<file path="config.mk">
export PLATFORM = sky130hd
export DESIGN_NAME = pamc_preset_config
export DESIGN_NICKNAME = d
export VERILOG_FILES = /design/src/include/pamc_pkg.sv /design/src/hw/pamc_chan_gain.sv /design/src/hw/pamc_preset_config.sv
export VERILOG_INCLUDE_DIRS = /design/src /design/src/include
export SDC_FILE = /design/constraint.sdc
export NUM_CORES = 1
export LEC_CHECK = 0
export BUFFER_PORTS_ARGS = -buffer_cell sky130_fd_sc_hd__buf_2
export CELL_PAD_IN_SITES_DETAIL_PLACEMENT = 0
export CELL_PAD_IN_SITES_GLOBAL_PLACEMENT = 1
export CORE_MARGIN = 4
export CORE_UTILIZATION = 35
export DETAILED_ROUTE_END_ITERATION = 8
export PLACE_DENSITY = 0.81
export SETUP_SLACK_MARGIN = 0.05
export SLEW_MARGIN = 20
export SYNTH_ARGS = -nofsm -noshare
export SYNTH_HDL_FRONTEND = slang
export SYNTH_SLANG_ARGS = --single-unit
</file>
<file path="constraint.sdc">
create_clock -name clk_i -period 3.3 [get_ports clk_i]
set_clock_uncertainty 0.1 [all_clocks]
set_input_delay 0.33 -clock clk_i [delete_from_list [all_inputs] [get_ports clk_i]]
set_output_delay 0.33 -clock clk_i [all_outputs]
set_load 0.05 [all_outputs]
</file>
<file path="src/include/pamc_consts.svh">
// Purpose: Offsets, field positions, reset values and codes of the preset mode config block
// Assumes: Byte-wide register access at printed offsets
// Notes:   Definitions only
`ifndef PAMC_CONSTS_SVH
`define PAMC_CONSTS_SVH

// ==========================================================
// Register offsets
`define PAMC_OFS_SELECT_A       8'h0b
`define PAMC_OFS_SELECT_B       8'h0c
`define PAMC_OFS_EQ_INDEX       8'h0d

// ==========================================================
// Reset values
`define PAMC_RST_SELECT_A       8'h80
`define PAMC_RST_SELECT_B       8'h00
`define PAMC_RST_EQ_INDEX       8'h00

// ==========================================================
// Field positions
`define PAMC_A_PRESCALE_BIT     7
`define PAMC_A_COMP_HI          5
`define PAMC_A_COMP_LO          4
`define PAMC_A_CURVE_HI         3
`define PAMC_A_CURVE_LO         2
`define PAMC_A_EQSRC_HI         1
`define PAMC_A_EQSRC_LO         0
`define PAMC_B_XO_HI            7
`define PAMC_B_XO_LO            4
`define PAMC_B_AM_HI            3
`define PAMC_B_AM_LO            1
`define PAMC_B_AM_EN_BIT        0
`define PAMC_EQ_INDEX_HI        4
`define PAMC_A_WRITE_MASK       8'hbf
`define PAMC_EQ_INDEX_MASK      8'h1f

// ==========================================================
// Volume codes and limits, gain in half-dB steps; AM band limit; crossover base and step in Hz
`define PAMC_MASTER_MUTE_CODE   8'hff
`define PAMC_CH_UNITY_CODE      8'h60
`define PAMC_CH_FINE_LAST       8'hd8
`define PAMC_CH_LAST_CODE       8'hec
`define PAMC_FLOOR_HALF_DB      (-160)
`define PAMC_PRESCALE_HALF_DB   (-36)
`define PAMC_AM_BAND_LAST       3'b110
`define PAMC_XO_BASE_HZ         60
`define PAMC_XO_STEP_HZ         20

`endif

</file>
<file path="src/include/pamc_pkg.sv">
// Purpose: Types of the preset mode config block
// Assumes: Constants live in pamc_consts.svh
// Notes:   Enum codes follow register field codes
package pamc_pkg;
    typedef enum logic [1:0] {PAMC_EQ_USER, PAMC_EQ_PRESET, PAMC_EQ_LOUD, PAMC_EQ_NA} pamc_eq_src_t;
    typedef enum logic [1:0] {PAMC_GC_USER, PAMC_GC_AC_NOCLIP, PAMC_GC_AC_LIMCLIP,
                              PAMC_GC_NIGHT} pamc_comp_t;
    typedef logic signed [9:0] pamc_gain_t;
endpackage

</file>
<file path="src/hw/pamc_chan_gain.sv">
// Purpose: Decode of one channel volume code with master offset
// Assumes: Codes are static between writes
// Notes:   Gain in half-dB steps, combinational
`timescale 1ns/10ps
`include "pamc_consts.svh"
module pamc_chan_gain (
    input  wire logic [7:0]        channel_gain_code_i,
    input  wire logic [7:0]        master_offset_code_i,
    input  wire logic              channel_gain_bypass_i,
    output pamc_pkg::pamc_gain_t   gain_o,
    output logic                   mute_o
);
    import pamc_pkg::*;
    pamc_gain_t ch_gain;
    pamc_gain_t total;
    logic       ch_mute;
    always_comb begin
        ch_mute = channel_gain_code_i > `PAMC_CH_LAST_CODE;
        if (channel_gain_code_i <= `PAMC_CH_FINE_LAST) begin
            ch_gain = pamc_gain_t'(10'sd96) - pamc_gain_t'({2'b00, channel_gain_code_i});
        end else begin
            ch_gain = pamc_gain_t'(-10'sd120)
                - pamc_gain_t'({1'b0, channel_gain_code_i - `PAMC_CH_FINE_LAST, 1'b0});
        end
        if (channel_gain_bypass_i) begin
            total  = ch_gain;
            mute_o = ch_mute;
        end else begin
            total  = ch_gain - pamc_gain_t'({2'b00, master_offset_code_i});
            mute_o = ch_mute || master_offset_code_i == `PAMC_MASTER_MUTE_CODE
                || total < pamc_gain_t'(`PAMC_FLOOR_HALF_DB);
        end
        gain_o = total;
    end
endmodule

</file>
<file path="src/hw/pamc_preset_config.sv">
// Operation
// - Master offset half-dB steps, FFh mutes non-bypassed channels
// - Channel code map, EDh up hard-mutes
// - EQ source select user, preset, loudness
// - Preset EQ blocks user writes to biquads 1-4
// - Preset pre-scale forced to minus 18 dB
// - Volume curve selects master gain law
// - Compression preset selects limiter mode
// - AM enable picks band over normal setting
// - Crossover select 80 to 360 Hz
// - High-pass ch1-2, low-pass ch3 at crossover
// - Third register five-bit preset EQ index
// - First register field layout and reset
// - Second register field layout, zero reset
// - Master adds to channel, below -80 mutes
// - Bypass ignores master offset per channel
// Purpose: Preset mode registers and volume/mode decode
// Assumes: Byte register port on clk_i; volume codes held elsewhere
// Notes:   Outputs are registered decodes
`timescale 1ns/10ps
`include "pamc_consts.svh"
module pamc_preset_config (
    input  wire logic                  clk_i,
    input  wire logic                  reset_n_i,
    input  wire logic                  reg_wr_i,
    input  wire logic [7:0]            reg_addr_i,
    input  wire logic [7:0]            reg_wdata_i,
    output logic      [7:0]            reg_rdata_o,
    input  wire logic [7:0]            master_offset_code_i,
    input  wire logic [23:0]           channel_gain_code_i,
    input  wire logic [2:0]            channel_gain_bypass_i,
    input  wire logic [2:0]            switching_freq_setting_i,
    input  wire logic                  fs_family_441_i,
    input  wire logic                  coef_wr_i,
    input  wire logic                  coef_prescale_i,
    input  wire logic [2:0]            coef_biquad_i,
    input  wire logic                  prescale_user_i,
    output pamc_pkg::pamc_gain_t       gain_ch1_o,
    output pamc_pkg::pamc_gain_t       gain_ch2_o,
    output pamc_pkg::pamc_gain_t       gain_ch3_o,
    output logic      [2:0]            chan_mute_o,
    output pamc_pkg::pamc_eq_src_t     eq_source_select_o,
    output logic      [4:0]            preset_eq_number_o,
    output logic                       coef_wr_accept_o,
    output logic                       prescale_fixed_o,
    output logic      [1:0]            master_gain_law_o,
    output logic      [5:0]            curve_steps_o,
    output pamc_pkg::pamc_comp_t       compression_preset_o,
    output logic      [2:0]            switching_band_o,
    output logic                       band_table_441_o,
    output logic      [3:0]            crossover_select_o,
    output logic      [8:0]            crossover_hz_o,
    output logic                       xo_user_filters_o,
    output logic      [2:0]            xo_highpass_ch_o,
    output logic      [2:0]            xo_lowpass_ch_o
);
    import pamc_pkg::*;

    // ==========================================================
    // Registers
    logic [7:0] preset_mode_select_a;
    logic [7:0] preset_mode_select_b;
    logic [7:0] preset_eq_index;
    logic       wr_a;
    logic       wr_b;
    logic       wr_c;
    assign wr_a = reg_wr_i && reg_addr_i == `PAMC_OFS_SELECT_A;
    assign wr_b = reg_wr_i && reg_addr_i == `PAMC_OFS_SELECT_B;
    assign wr_c = reg_wr_i && reg_addr_i == `PAMC_OFS_EQ_INDEX;

    always_ff @(posedge clk_i) begin
        if (!reset_n_i) begin
            preset_mode_select_a <= `PAMC_RST_SELECT_A;
            preset_mode_select_b <= `PAMC_RST_SELECT_B;
            preset_eq_index      <= `PAMC_RST_EQ_INDEX;
        end else begin
            if (wr_a) begin
                preset_mode_select_a <= reg_wdata_i & `PAMC_A_WRITE_MASK;
            end
            if (wr_b) begin
                preset_mode_select_b <= reg_wdata_i;
            end
            if (wr_c) begin
                preset_eq_index <= reg_wdata_i & `PAMC_EQ_INDEX_MASK;
            end
        end
    end

    always_ff @(posedge clk_i) begin
        if (!reset_n_i) begin
            reg_rdata_o <= 8'h00;
        end else begin
            unique case (reg_addr_i)
                `PAMC_OFS_SELECT_A: reg_rdata_o <= preset_mode_select_a;
                `PAMC_OFS_SELECT_B: reg_rdata_o <= preset_mode_select_b;
                `PAMC_OFS_EQ_INDEX: reg_rdata_o <= preset_eq_index;
                default:            reg_rdata_o <= 8'h00;
            endcase
        end
    end

    // ==========================================================
    // Field decode
    pamc_eq_src_t eq_src;
    logic [2:0]   am_band;
    logic [3:0]   xo;
    logic [2:0]   next_band;
    assign eq_src  = pamc_eq_src_t'(preset_mode_select_a[`PAMC_A_EQSRC_HI:`PAMC_A_EQSRC_LO]);
    assign am_band = preset_mode_select_b[`PAMC_B_AM_HI:`PAMC_B_AM_LO];
    assign xo      = preset_mode_select_b[`PAMC_B_XO_HI:`PAMC_B_XO_LO];

    always_comb begin
        if (!preset_mode_select_b[`PAMC_B_AM_EN_BIT]) begin
            next_band = switching_freq_setting_i;
        end else if (am_band > `PAMC_AM_BAND_LAST) begin
            next_band = `PAMC_AM_BAND_LAST;
        end else begin
            next_band = am_band;
        end
    end

    always_ff @(posedge clk_i) begin
        if (!reset_n_i) begin
            eq_source_select_o   <= PAMC_EQ_USER;
            preset_eq_number_o   <= 5'h00;
            prescale_fixed_o     <= 1'b0;
            coef_wr_accept_o     <= 1'b0;
            master_gain_law_o    <= 2'h0;
            curve_steps_o        <= 6'h00;
            compression_preset_o <= PAMC_GC_USER;
        end else begin
            eq_source_select_o <= eq_src;
            preset_eq_number_o <= preset_eq_index[`PAMC_EQ_INDEX_HI:0];
            prescale_fixed_o   <= eq_src != PAMC_EQ_USER
                && preset_mode_select_a[`PAMC_A_PRESCALE_BIT];
            coef_wr_accept_o   <= coef_wr_i && (eq_src == PAMC_EQ_USER
                || (coef_prescale_i ? prescale_user_i
                    : (coef_biquad_i == 3'h0 || coef_biquad_i > 3'h4)));
            master_gain_law_o  <= preset_mode_select_a[`PAMC_A_CURVE_HI:`PAMC_A_CURVE_LO];
            unique case (preset_mode_select_a[`PAMC_A_CURVE_HI:`PAMC_A_CURVE_LO])
                2'h0: curve_steps_o <= 6'h00;
                2'h1: curve_steps_o <= 6'h1e;
                2'h2: curve_steps_o <= 6'h28;
                2'h3: curve_steps_o <= 6'h32;
            endcase
            compression_preset_o <=
                pamc_comp_t'(preset_mode_select_a[`PAMC_A_COMP_HI:`PAMC_A_COMP_LO]);
        end
    end

    always_ff @(posedge clk_i) begin
        if (!reset_n_i) begin
            switching_band_o   <= 3'h0;
            band_table_441_o   <= 1'b0;
            crossover_select_o <= 4'h0;
            crossover_hz_o     <= 9'h000;
            xo_user_filters_o  <= 1'b1;
            xo_highpass_ch_o   <= 3'h0;
            xo_lowpass_ch_o    <= 3'h0;
        end else begin
            switching_band_o   <= next_band;
            band_table_441_o   <= fs_family_441_i;
            crossover_select_o <= xo;
            crossover_hz_o     <= (xo == 4'h0) ? 9'h000
                : 9'(`PAMC_XO_BASE_HZ + `PAMC_XO_STEP_HZ * xo);
            xo_user_filters_o  <= xo == 4'h0;
            xo_highpass_ch_o   <= (xo != 4'h0) ? 3'b011 : 3'b000;
            xo_lowpass_ch_o    <= (xo != 4'h0) ? 3'b100 : 3'b000;
        end
    end

    // ==========================================================
    // Channel gain
    pamc_gain_t ch_gain [3];
    logic [2:0] ch_mute;
    genvar g;
    generate
        for (g = 0; g < 3; g = g + 1) begin : g_ch
            pamc_chan_gain u_gain (
                .channel_gain_code_i   (channel_gain_code_i[8*g +: 8]),
                .master_offset_code_i  (master_offset_code_i),
                .channel_gain_bypass_i (channel_gain_bypass_i[g]),
                .gain_o                (ch_gain[g]),
                .mute_o                (ch_mute[g])
            );
        end
    endgenerate

    always_ff @(posedge clk_i) begin
        if (!reset_n_i) begin
            gain_ch1_o  <= '0;
            gain_ch2_o  <= '0;
            gain_ch3_o  <= '0;
            chan_mute_o <= 3'h7;
        end else begin
            gain_ch1_o  <= ch_gain[0];
            gain_ch2_o  <= ch_gain[1];
            gain_ch3_o  <= ch_gain[2];
            chan_mute_o <= ch_mute;
        end
    end

    // ==========================================================
    // Checks
    property p_master_mute;
        @(posedge clk_i) disable iff (!reset_n_i)
        master_offset_code_i == 8'hff
            |=> (chan_mute_o | $past(channel_gain_bypass_i)) == 3'h7;
    endproperty
    a_master_mute: assert property (p_master_mute) else $error("master mute missed");
    property p_ch_mute;
        @(posedge clk_i) disable iff (!reset_n_i)
        channel_gain_code_i[7:0] > 8'hec |=> chan_mute_o[0];
    endproperty
    a_ch_mute: assert property (p_ch_mute) else $error("channel mute missed");
    property p_unity;
        @(posedge clk_i) disable iff (!reset_n_i)
        (channel_gain_code_i[23:16] == 8'h60 && channel_gain_bypass_i[2])
            |=> gain_ch3_o == 10'sd0;
    endproperty
    a_unity: assert property (p_unity) else $error("unity gain wrong");
    property p_prescale;
        @(posedge clk_i) disable iff (!reset_n_i)
        (eq_src != PAMC_EQ_USER && preset_mode_select_a[7]) |=> prescale_fixed_o;
    endproperty
    a_prescale: assert property (p_prescale) else $error("prescale not fixed");
    property p_coef_block;
        @(posedge clk_i) disable iff (!reset_n_i)
        (eq_src != PAMC_EQ_USER && !coef_prescale_i && coef_biquad_i == 3'h2)
            |=> !coef_wr_accept_o;
    endproperty
    a_coef_block: assert property (p_coef_block) else $error("coef write passed");
    property p_am_fallback;
        @(posedge clk_i) disable iff (!reset_n_i)
        (preset_mode_select_b == 8'h0f) |=> switching_band_o == 3'b110;
    endproperty
    a_am_fallback: assert property (p_am_fallback) else $error("band fallback wrong");
    property p_xo_hz;
        @(posedge clk_i) disable iff (!reset_n_i)
        xo == 4'hf |=> crossover_hz_o == 9'd360 && xo_lowpass_ch_o == 3'b100;
    endproperty
    a_xo_hz: assert property (p_xo_hz) else $error("crossover wrong");
    property p_reset_a;
        @(posedge clk_i) !reset_n_i |=> preset_mode_select_a == 8'h80;
    endproperty
    a_reset_a: assert property (p_reset_a) else $error("reset value wrong");
    property p_pwm_follow;
        @(posedge clk_i) disable iff (!reset_n_i)
        !preset_mode_select_b[0] |=> switching_band_o == $past(switching_freq_setting_i);
    endproperty
    a_pwm_follow: assert property (p_pwm_follow) else $error("pwm setting ignored");
endmodule

</file>
==> metrics.yaml <==
relSlewSlack_pct: 53.66
synthAdderAreaFrac_pct: 10.83
die_w_um: 138.3
ioPinCount: 148
muxShareOfSynthArea_pct: 1.369
dp.cells: 1153
whs_ns: 0.1038
pwr_density_cell_nw_per_um2: 435.9
detail_route.vias_per_cell: 5.007
grt_pass1_wl_um: 26740
ys_ff_latch: 95
yosys-top-cells-area: "dfxtp_1, ha_1, a21oi_1, nor2_1, nand2_1"
synth-seq-area-share_pct: 32.02
overflow: 0
synth_area_um2: 5939
startpoint_type: "input pin"
synth_top_area_share_pct: 32.02
critical_path_class: "in -> reg"
cts_tree: "yes"
critPathCaptureType: "flip-flop"
start_util_pct: 35.82
avgSynthCellArea_um2: 7.898
rsz0062_at_grt: "yes"
hold_violations: 0
area_delta_synth_final_pct: 29.28
regArea_um2: 1902
yosysTopAreaCell: "dfxtp_1"
grt.total_usage_pct: 16.58
clock_latency_ns: 0.34
async_flop_share_pct: 0
grt_pass1_vias: 5536
fin_crit_ns: 3.066
cts-buffers-inserted: 9
period_share_pct: 92.92
drt_pre_antenna_iters: 5
synth_top_family_by_area: "simple AND/OR/NAND/NOR gates"
startpoint: "channel_gain_code_i[9]"
htreeDepth: 3
grt_max_degree: 29
cts_root_buf: "clkbuf_16"
synth.top_cells.by_count: "dfxtp_1, nor2_1, nand2_1, a21oi_1, ha_1"
reg2reg_from: "preset_mode_select_b[7]$_SDFFE_PN0P_"
cap_violations: 0
vias: 5853
antenna_found_initial: 0
drt-wirelength-per-cell_um: 14.03
ys.flop_type: "dfxtp_1"
yosysMostFrequentCell: "dfxtp_1"
hpwlAfterDp_um: 12770
peakVddDrop_uv: 288.2
outcome: "finished, final reports clean"
synth_xor_area_share_pct: 3.392
path_clk_slew_ns: 0.07
cp_max_fo: 4
totalNegativeSetupSlack_ns: 0
ctsHoldBuffers: 0
post-route-util_pct: 46.30
diodes: 0
holdCritPathClass: "in -> reg"
synth_edf_count: 0
die_y_um: 138.3
setup_viol: 0
cts_buffer_depth: 2
yosys_warnings: 0
final_cells: 1169
multi_input_area_um2: 3747
cts.sinks: 95
finalMaxSlewViolations: 0
drt-initial-drc-count: 273
synth_cell_type_count: 78
routed_wl_um: 16400
arrival_ns: 3.19
yosys.area_share.simple_pct: 24.35
max_freq_mhz: 326.1
worst_slew_pin_slew_ns: 0.6898
antenna_left: 0
fillers: 1682
layout_setup_ws_ns: 0.2338
dieArea_um2: 19120
fin_nets: 1058
synth_compound_gate_area_share_pct: 21.85
synthCells: 752
p_leak_uw: 0.003585
critPathRequiredTime_ns: 3.43
place_congestion: 0.8508
min-delay-start: "fs_family_441_i"
drc: 0
num_rows: 47
layout-drive-gt1-share_pct: 28.77
port_buffers: 141
core_um2: 16580
post-place-ws_ns: -0.1597
[cell families (layout without fill, tap and decap cells)]
group | count (synthesis) | count (layout)
simple gates | 295 | 295
compound gates | 199 | 199
flops | 95 | 95
buf+inv | 82 | 274
fa+ha+maj | 49 | 49
xor+xnor | 23 | 23
mux | 8 | 8
other cells | 1 | 6
[report_power, final]
| part | switching (uW) | internal (uW) |
|---|---|---|
| Combinational | 634 | 426 |
| Sequential | 15.5 | 1200 |
| Clock | 476 | 597 |
[state kept, by name, summed over array words and instances, names as in the netlist, 2 cells and up]
name / count
curve_steps_o: 4
reg_rdata_o: 8
crossover_select_o: 4
gain_ch1_o: 10
crossover_hz_o: 7
preset_eq_number_o: 5
gain_ch2_o: 10
eq_source_select_o: 2
switching_band_o: 3
gain_ch3_o: 10
compression_preset_o: 2
preset_eq_index: 5
preset_mode_select_b: 8
chan_mute_o: 3
master_gain_law_o: 2
preset_mode_select_a: 7
[through the flow]
stage          area, um2  power (uW)
4_1_cts             7657        3371
6_report            7679        3347
3_5_place_dp        7356        2294
3_3_place_gp        7356        2289
2_1_floorplan       6000        1958
5_1_grt             7679        3531
[placed cells by master, fill, tap and decap left out, drive strengths merged, types with 6 or more instances in the layout]
| cell type | netlist | layout |
|---|---|---|
| a211oi | 7 | 7 |
| a21oi | 66 | 66 |
| a31oi | 13 | 13 |
| and2 | 18 | 18 |
| buf | 19 | 222 |
| clkbuf | 26 | 9 |
| conb | 1 | 6 |
| dfxtp | 95 | 95 |
| ha | 45 | 45 |
| inv | 37 | 40 |
| mux2i | 7 | 7 |
| nand2 | 80 | 80 |
| nand2b | 13 | 13 |
| nand3 | 27 | 27 |
| nor2 | 84 | 84 |
| nor2b | 9 | 9 |
| nor3 | 19 | 19 |
| o21a | 9 | 9 |
| o21ai | 41 | 41 |
| o22ai | 7 | 7 |
| or2 | 8 | 8 |
| or3 | 12 | 12 |
| xnor2 | 18 | 18 |
[worst paths after layout]
path	to	slack, ns	cells after the start
min reg2reg	preset_eq_index[1]$_SDFFE_PN0P_	0.37	2
max	chan_mute_o[1]$_SDFF_PN1_	0.23	17
min	band_table_441_o$_SDFF_PN0_	0.10	2
max reg2reg	crossover_hz_o[8]$_SDFF_PP0_	0.84	8
[timing repair]
item,4_1_cts,5_1_grt
setup endpoints to repair,0,9
setup buffers,0,1
hold endpoints to repair,0,0
gates resized for setup,0,8
[layer usage]
metal / wire length [um] / vias up / track usage [%] / share of wire (%)
met5: 0 / - / 0 / 0
met4: 212 / 0 / 4.316 / 1.3
met3: 836 / 13 / 3.039 / 5.1
met2: 7695 / 142 / 27.83 / 47
met1: 7654 / 2660 / 22.05 / 47
li1: - / 3038 / - / -
[layout make-up]
class	instances	share of cell area (%)
sequential	95	24.77
clock buffer	9	2.933
tap	220	3.585
timing repair buffer	222	17.11
multi-input combinational	580	48.80
clock inverter	6	0.9940
inverter	37	1.809
[critical path, cell delays in order]
cell,delay [ns]
buf_2,0.09
inv_2,0.05
ha_4,0.16
nand2b_4,0.07
a31oi_4,0.08
buf_4,0.14
nor2_1,0.23
nand2_1,0.10
o21ai_0,0.14
ha_1,0.33
nor2b_4,0.14
o31a_1,0.26
o21a_1,0.21
or4_1,0.50
a21bo_1,0.18
o2111ai_1,0.07
a31oi_1,0.10
Note: power is estimated with default switching activity, not from simulation.
